$ cat src/inc/temp_corr_params.svh
// Constants for the temperature offset correction block.
// Assumes inclusion by bare name from the package and the design files.
`ifndef TEMP_CORR_PARAMS_SVH
`define TEMP_CORR_PARAMS_SVH
`define TC_LOCAL_IDX      8'h0d
`define TC_REMOTE_IDX     8'h0e
`define TC_READ_LOCAL     8'h10
`define TC_READ_REMOTE    8'h11
`define TC_CORR_RESET     8'h00
`define TC_SIGN_BIT       7
`define TC_RSV_HI         6
`define TC_RSV_LO         4
`define TC_MAG_HI         3
`define TC_MAG_LO         0
`define TC_TEMP_MAX       8'h7f
`define TC_TEMP_MIN       8'h80
`define TC_RD_MASK        8'h8f
`endif

$ cat src/inc/temp_corr_pkg.sv
// Types shared by the offset correction files.
// Assumes the params header is on the include path.
`include "temp_corr_params.svh"
package temp_corr_pkg;
    typedef logic [7:0] byte_t;
    typedef enum logic {BUS_IDLE, BUS_DATA} bus_state_e;
endpackage : temp_corr_pkg

$ cat src/inc/temp_corr_if.sv
// Carrier between the register file and the offset adder.
// Assumes one clock domain.
`timescale 1ns/1ps
interface temp_corr_if;
    logic [7:0] corr;
    logic [7:0] raw;
    logic [7:0] result;
    modport regs  (output corr, output raw, input result);
    modport adder (input corr, input raw, output result);
endinterface : temp_corr_if

$ cat src/rtl/temp_offset_adder.sv
// Applies a sign-magnitude offset to a two's complement reading.
// Assumes a combinational consumer; result saturates at the 8-bit range.
`timescale 1ns/1ps
`include "temp_corr_params.svh"
module temp_offset_adder (
    temp_corr_if.adder cif
);
    wire       sign_w = cif.corr[`TC_SIGN_BIT];
    wire [8:0] raw_w  = {cif.raw[7], cif.raw};
    wire [8:0] mag_w  = {5'h00, cif.corr[`TC_MAG_HI:`TC_MAG_LO]};
    wire [8:0] sum_w  = sign_w ? (raw_w - mag_w) : (raw_w + mag_w);
    // Saturation avoids a hot reading wrapping round to a cold one.
    wire       ovf_w  = (sum_w[8] != sum_w[7]);
    assign cif.result = ovf_w ? (sum_w[8] ? `TC_TEMP_MIN : `TC_TEMP_MAX) : sum_w[7:0];
endmodule : temp_offset_adder

$ cat src/rtl/temp_offset_correction.sv
// Offset correction registers with AHB-Lite slave and corrected readings.
// Assumes single-word AHB-Lite transfers; raw readings come from the ADC.
//
// Behaviour
// - Local sign zero adds local offset.
// - Local sign one subtracts local offset.
// - Local bits three to zero hold magnitude.
// - Remote sign zero adds remote offset.
// - Remote sign one subtracts remote offset.
// - Remote bits three to zero hold magnitude.
// - Bits six to four store, read zero.
// - Both offset registers reset to zero.
//
// Design decision made here: the AHB-Lite interface to the registers.
`timescale 1ns/1ps
`include "temp_corr_params.svh"
module temp_offset_correction (
    // Clock and reset.
    input  wire logic        REF_CLK_I,
    input  wire logic        RST_N_I,
    // AHB-Lite slave.
    input  wire logic        HSEL_I,
    input  wire logic [31:0] HADDR_I,
    input  wire logic [1:0]  HTRANS_I,
    input  wire logic        HWRITE_I,
    input  wire logic [2:0]  HSIZE_I,
    input  wire logic [31:0] HWDATA_I,
    input  wire logic        HREADY_I,
    output logic      [31:0] HRDATA_O,
    output logic             HREADYOUT_O,
    output logic             HRESP_O,
    // Raw readings and corrected results.
    input  wire logic [7:0]  LOCAL_RAW_I,
    input  wire logic [7:0]  REMOTE_RAW_I,
    output logic      [7:0]  LOCAL_TEMP_O,
    output logic      [7:0]  REMOTE_TEMP_O
);
    ////////////////////////////////////////////////////////////////////////////
    temp_corr_pkg::byte_t      local_q;
    temp_corr_pkg::byte_t      remote_q;
    temp_corr_pkg::bus_state_e state_q;
    logic                      wr_q;
    logic [7:0]                idx_q;
    logic [31:0]               rdata_q;
    logic                      ready_q;
    logic                      resp_q;

    temp_corr_if loc_if ();
    temp_corr_if rem_if ();
    assign loc_if.corr = local_q;
    assign loc_if.raw  = LOCAL_RAW_I;
    assign rem_if.corr = remote_q;
    assign rem_if.raw  = REMOTE_RAW_I;

    temp_offset_adder u_local (
        .cif (loc_if)
    );
    temp_offset_adder u_remote (
        .cif (rem_if)
    );

    ////////////////////////////////////////////////////////////////////////////
    wire       start_w  = HSEL_I & HREADY_I & HTRANS_I[1];
    wire [7:0] aidx_w   = HADDR_I[9:2];
    wire       wr_loc_w = (state_q == temp_corr_pkg::BUS_DATA) & wr_q
                          & (idx_q == `TC_LOCAL_IDX);
    wire       wr_rem_w = (state_q == temp_corr_pkg::BUS_DATA) & wr_q
                          & (idx_q == `TC_REMOTE_IDX);
    wire [7:0] rd_mask_w = `TC_RD_MASK;
    wire [7:0] rsel_w =
        (aidx_w == `TC_LOCAL_IDX)   ? (local_q & rd_mask_w)  :
        (aidx_w == `TC_REMOTE_IDX)  ? (remote_q & rd_mask_w) :
        (aidx_w == `TC_READ_LOCAL)  ? loc_if.result          :
        (aidx_w == `TC_READ_REMOTE) ? rem_if.result          : `TC_CORR_RESET;

    // The slave answers with zero wait states, so the data phase is one cycle.
    always_ff @(posedge REF_CLK_I or negedge RST_N_I) begin
        if (!RST_N_I) begin
            state_q <= temp_corr_pkg::BUS_IDLE;
            wr_q    <= 1'b0;
            idx_q   <= 8'h00;
            rdata_q <= 32'h0000_0000;
            ready_q <= 1'b1;
            resp_q  <= 1'b0;
        end else begin
            ready_q <= 1'b1;
            resp_q  <= 1'b0;
            state_q <= start_w ? temp_corr_pkg::BUS_DATA : temp_corr_pkg::BUS_IDLE;
            wr_q    <= start_w & HWRITE_I;
            idx_q   <= aidx_w;
            rdata_q <= (start_w & ~HWRITE_I) ? {24'h00_0000, rsel_w} : 32'h0000_0000;
        end
    end

    // reset clears offsets; store whole byte.
    always_ff @(posedge REF_CLK_I or negedge RST_N_I) begin
        if (!RST_N_I) begin
            local_q  <= `TC_CORR_RESET;
            remote_q <= `TC_CORR_RESET;
        end else begin
            if (wr_loc_w) begin
                local_q <= HWDATA_I[7:0];
            end
            if (wr_rem_w) begin
                remote_q <= HWDATA_I[7:0];
            end
        end
    end

    always_ff @(posedge REF_CLK_I or negedge RST_N_I) begin
        if (!RST_N_I) begin
            LOCAL_TEMP_O  <= 8'h00;
            REMOTE_TEMP_O <= 8'h00;
        end else begin
            LOCAL_TEMP_O  <= loc_if.result;
            REMOTE_TEMP_O <= rem_if.result;
        end
    end

    assign HRDATA_O    = rdata_q;
    assign HREADYOUT_O = ready_q;
    assign HRESP_O     = resp_q;
endmodule : temp_offset_correction

$ cat config.mk
export PLATFORM = sky130hd
export DESIGN_NAME = temp_offset_correction
export DESIGN_NICKNAME = d
export VERILOG_FILES = /design/src/inc/temp_corr_pkg.sv /design/src/inc/temp_corr_if.sv /design/src/rtl/temp_offset_adder.sv /design/src/rtl/temp_offset_correction.sv
export VERILOG_INCLUDE_DIRS = /design/src /design/src/inc
export SDC_FILE = /design/constraint.sdc
export NUM_CORES = 1
export LEC_CHECK = 0
export BUFFER_PORTS_ARGS = -buffer_cell sky130_fd_sc_hd__buf_4
export CAP_MARGIN = 20
export CORE_MARGIN = 2
export CORE_UTILIZATION = 30
export DETAILED_ROUTE_END_ITERATION = 6
export PLACE_DENSITY = 0.61
export RECOVER_POWER = 100
export SYNTH_ARGS = -nofsm -noshare
export SYNTH_HDL_FRONTEND = slang
export SYNTH_HIERARCHICAL = 1
export SYNTH_SLANG_ARGS = --single-unit
$ cat constraint.sdc
create_clock -name REF_CLK_I -period 3.3 [get_ports REF_CLK_I]
set_input_delay 0.33 -clock REF_CLK_I [delete_from_list [all_inputs] [get_ports REF_CLK_I]]
set_output_delay 0.33 -clock REF_CLK_I [all_outputs]
set_load 0.02 [all_outputs]
Word-level counts from Yosys, hierarchy flattened
Cells that the tools add are included.
- register bits after elaboration: 50
- input bits: 90
- output and inout port bits: 50
- word-level logic and storage cells: 40
- add/subtract/negate cells: 4
- equal/unequal tests: 8
- muxes and demuxes: 12
- bitwise operators: 8
- operator list (cell ; count):
    $mux W8 ; 9
    $eq A8 B4 Y1 const B ; 4
    $add A8 B5 Y9 ; 2
    $mux W9 ; 2
    $sub A8 B5 Y9 ; 2
    $eq A8 B5 Y1 const B ; 2
    $and A1 B1 Y1 ; 7
    $ne A1 B1 Y1 ; 2
    $mux W1 ; 1
    $not A1 Y1 ; 1

Depth between registers and ports, before layout
- word-level depth: 9
- gate-level depth with buffers: 13

Cells and area by module
The synthesis kept the hierarchy.
- modules (own cells, without submodules) (module ; times used ; cells an instance ; area an instance (µm²) ; seq. area each (µm²)):
    temp_offset_correction ; 1 ; 148 ; 2060.7 ; 1251.2
    temp_offset_adder ; 2 ; 65 ; 578.1 ; 0.0

Worst setup path before layout
Ideal clock, no wire load.
- path type: reg2reg
- start point: reg local_q[1], in the netlist loc_if.corr[1]
- end point: reg rdata_q[3], in the netlist HRDATA_O[3]
- arrival: 2702 ps
- required time: 3172 ps
- slack: 470 ps
- cell stages (with the launch flop): 13
- period minus slack after synthesis: 2830 ps
- path through: dfrtp_1 > nor3_1 > ha_1 > mux2i_1 > ha_1 > a21o_1 > a21oi_1 > and4b_1 > a211oi_4 > maj3_1 > mux2_2 > nand3_1 > a211oi_1
- longest elaborated chain between the ends: 8
- elaborated cells on any way between the ends: 10
- ends and longest elaborated chain (item ; line ; RTL):
    start: declaration ; temp_offset_correction.sv:39 ; temp_corr_pkg::byte_t local_q;
    start signal: assignment ; temp_offset_correction.sv:98 ; local_q <= `TC_CORR_RESET;
    start signal: assignment ; temp_offset_correction.sv:102 ; local_q <= HWDATA_I[7:0];
    $add A8 B5 Y9 or $sub A8 B5 Y9 (tied branches) ; temp_offset_adder.sv:11 ; wire [8:0] sum_w = sign_w ? (raw_w - mag_w) : (raw_w + mag_w);
    $mux W9 (*) ; temp_offset_adder.sv:11 ;
    $mux W8 (no source line) or $ne A1 B1 Y1 (tied branches) ; n/a ;
    $mux W8 (*) ; temp_offset_adder.sv:14 ; assign cif.result = ovf_w ? (sum_w[8] ? `TC_TEMP_MIN : `TC_TEMP_MAX) : sum_w[7:0];
    via loc_if.result[3] ; temp_corr_if.sv:7 ; logic [7:0] result;
    $mux W8 (no source line) (*) (3 in a row) ; n/a ;
    $mux W8 (*) ; temp_offset_correction.sv:91 ; rdata_q <= (start_w & ~HWRITE_I) ? {24'h00_0000, rsel_w} : 32'h0000_0000;
    end signal: assignment ; temp_offset_correction.sv:91 ;
    end: declaration ; temp_offset_correction.sv:44 ; logic [31:0] rdata_q;
Mark *: on every way through the listed nets, which the timed path passes. The rest lies on a longest branch.
A chain may end at the register's enable or synchronous reset.

Final worst setup path
- start point: reg local_q[1], in the netlist loc_if.corr[1]
- end point: reg rdata_q[0], in the netlist HRDATA_O[0]
Same word-level chain as after synthesis.

==> results summary <==
The flow ran to the end, but the final reports show violations. The checks that failed: capacitance limit, slew limit. The number of buffers on the longest clock path came out at 2. The post-cts hold buffer count is 0. The top-level port count came out at 140. The startpoint identified for the worst register-to-register timing path is loc_if.corr[1]. The final clock period utilization by the worst path is 94.49%.

The final count of pins violating max slew is 45. The total power per unit cell area is 379.7 mW/mm2. The total CTS buffers is 5. From synthesis to final layout, the design area changed by 18.23%. The number of I/O port buffers came out at 58.

Measured against its own limit, the worst slew margin works out to -49.68%. The first global-routing pass estimated 10330 um of wire. The biggest fanout along the worst timing path is 5.

The met2 wire length is 3012 um. The remaining antenna violation count after routing came out at 0. The worst path setup slack after routing is 181.7 ps.

The cell sitting at the root of the clock tree is a sky130_fd_sc_hd__clkbuf_8. The per-instance average area after synthesis is 11.27 um2. The time the worst path needs with I/O delays and setup came out at 3118 ps.

The total overflow left after global routing is 0. Routability-driven placement finished with a final weighted congestion of 0.8044. The met3 wire length is 315 um. The met1 wire length came out at 2960 um. STA classifies the critical path startpoint as a flip-flop.

The initial cell density of the core is 30.83%. The signal on the critical path passes through nor3_2, ha_1, mux2i_1, ha_1, a21o_1, a21oi_1, and4b_1, a211oi_4, buf_4, maj3_2, mux2_2, nand3_1, a21oi_2. The largest net degree at the start of global routing came out at 45. The floorplan die height is 104.0 um. The sum of buffers and inverters on the critical path came out at 1. Among all stages on the critical path, the largest delay is contributed by sky130_fd_sc_hd__dfrtp_2.

The cell family contributing the most delay on the critical path is adder cells. In the final design database the tool counted 446 nets. At the worst endpoint, the required time is 3480 ps. The worst-skew pair later-pin latency is 300 ps.

Counting instances, the worst hold path has a depth of 1. The fraction of the core area covered by cells at the end of the flow came out at 36.45%. The fraction of final layout cells sized beyond drive strength 1 came out at 24.32%. The via count of the first global-routing pass is 2056.

The final routed DRC violation total is 0. The number of cells in the finished layout apart from fillers came out at 466. The worst reg-to-reg path cell count came out at 13.

After detailed routing, the average wire length per cell comes to 13.70 um. The total clock sinks came out at 44. For this block, the routed nets add up to 6385 um of wire. The transition time of the tightest slew-check pin is 2245 ps.

The detailed-route vias per instance is 4.524. The detailed-routing iteration count for the pre-antenna-repair pass is 4. The post-synthesis instance total is 266.

The number of diodes is 0. The worst IR drop on VDD is 0.1644 mV. Once detailed placement completed, the half-perimeter wirelength came to 5143 um. Max-cap violations in this run came to 1. The number of design-rule violations left by the first detailed-router iteration is 95. The endpoint of the worst hold path is idx_q[6].

After synthesis the cells add up to 0.002999 mm2. The fill cell total of the finished layout is 1023. The uppermost layer routed is met4. The number of levels in the clock H-tree came out at 2. The floorplan has 36 rows. The endpoint kind of the worst setup timing path is a flip-flop. The initial antenna violation count came out at 0.

The upper clock frequency limit came out at 320.7 MHz. The horizontal die dimension is 104.0 um. The setup slack after placement came out at 33.54 ps. The overall power of the completed layout is 1.347 mW. The TritonCTS clock tree is built. The clock input transition at the sequential cells of the worst setup and hold paths is 80 ps. The critical path data arrival time is 3300 ps. The total track usage came out at 11.87%. The min-delay analysis places its worst path in the category input port to flip-flop. The maximum clock skew at final layout is 3.973 ps. Counting stages on the worst path, the most repeated cell is sky130_fd_sc_hd__ha_1. The placed cell count is 453. In this design, the stage delay of the slowest critical-path cell is 450 ps. The worst hold path begins at HADDR_I[8].

The total die area came out at 0.01081 mm2. The setup path with the least slack is of type flip-flop to flip-flop. The number of hold violations in the final report came out at 0. The smallest hold slack is 170.4 ps.

The register-to-register setup slack came out at 180 ps. The end of the worst register-to-register path is HRDATA_O[0]. The static power due to leakage came out at 1.505 nW. The routed layout has 2108 vias.

The number of setup violations in the final report came out at 0. The placeable core area is 0.009729 mm2. The count of synthesis-stage warnings from yosys came out at 6.
final cells by class:
type | instances | area [um2] | area share (%)
Multi-Input combinational cell | 201 | 1730 | 48.80
Sequential cell | 44 | 1104 | 31.12
Timing Repair Buffer | 65 | 367.9 | 10.37
Tap cell | 133 | 166.4 | 4.693
Clock buffer | 6 | 82.58 | 2.329
Inverter | 15 | 56.30 | 1.588
Clock inverter | 2 | 38.79 | 1.094
timing repair:
item | CTS | global route
setup endpoints to repair | 0 | 4
resized for setup | 0 | 9
setup buffers | 0 | 5
how the worst max path moves through the flow:
stage | startpoint | to | slack (ps) | depth (start not counted)
after floorplan | loc_if.corr[1] | HRDATA_O[3] | 470 | 12
after global placement | loc_if.corr[1] | HRDATA_O[3] | 70 | 12
after detailed placement | rem_if.corr[1] | HRDATA_O[3] | 30 | 12
after CTS | loc_if.corr[1] | HRDATA_O[3] | 9 | 12
after global routing | loc_if.corr[0] | HRDATA_O[3] | -50 | 13
final | loc_if.corr[1] | HRDATA_O[0] | 180 | 13
worst register-to-register path, cell delays in order (launching register included):
cell                       delay (ps)
sky130_fd_sc_hd__dfrtp_2          450
sky130_fd_sc_hd__nor3_2           210
sky130_fd_sc_hd__ha_1             260
sky130_fd_sc_hd__mux2i_1          180
sky130_fd_sc_hd__ha_1             310
sky130_fd_sc_hd__a21o_1           200
sky130_fd_sc_hd__a21oi_1          170
sky130_fd_sc_hd__and4b_1          260
sky130_fd_sc_hd__a211oi_4          70
sky130_fd_sc_hd__buf_4            160
sky130_fd_sc_hd__maj3_2           320
sky130_fd_sc_hd__mux2_2           270
sky130_fd_sc_hd__nand3_1           90
sky130_fd_sc_hd__a21oi_2           60
layout by cell type (no fill, tap or decap), drive strengths merged, types with 2 or more instances in the layout:
cell type  instances
nor2               6
o211ai             7
buf               32
nand2              5
and3               3
fa                 2
a21oi             16
xnor2             10
and4b              3
o21ai              2
conb              26
dfrtp             44
nand3              5
nor4b              2
a21o               8
o31ai              4
a211oi             5
mux2              17
mux2i              7
maj3              14
inv               15
o2111ai            2
nor2b              3
clkbuf            39
nor3               7
or2                2
and3b              6
o21a               4
xor2               6
ha                22
metal layers:
metal	global-route usage (%)	vias up
met3	2.381	7
met1	16.01	994
met5	0	-
li1	-	1037
met4	3.378	0
met2	19.36	70
power by group:
part	switching (mW)	leakage (nW)	internal, mW
registers	0.0101	0.556	0.575
logic	0.204	0.888	0.124
clock network	0.187	0.0614	0.248
total	0.401	1.51	0.946
through the flow:
stage	area, um2	TNS (ps)
floorplan	3089	0
global placement	3493	0
detailed placement	3493	0
CTS	3615	0
global route	3546	-54.41
finish	3546	0
registers in the layout, summed over array words and instances (netlist names):
register	count
REMOTE_TEMP_O	8
HRDATA_O	8
LOCAL_TEMP_O	8
state_q	1
wr_q	1
rem_if.corr	5
loc_if.corr	5
idx_q	8
(Power assumes the default switching activity.)
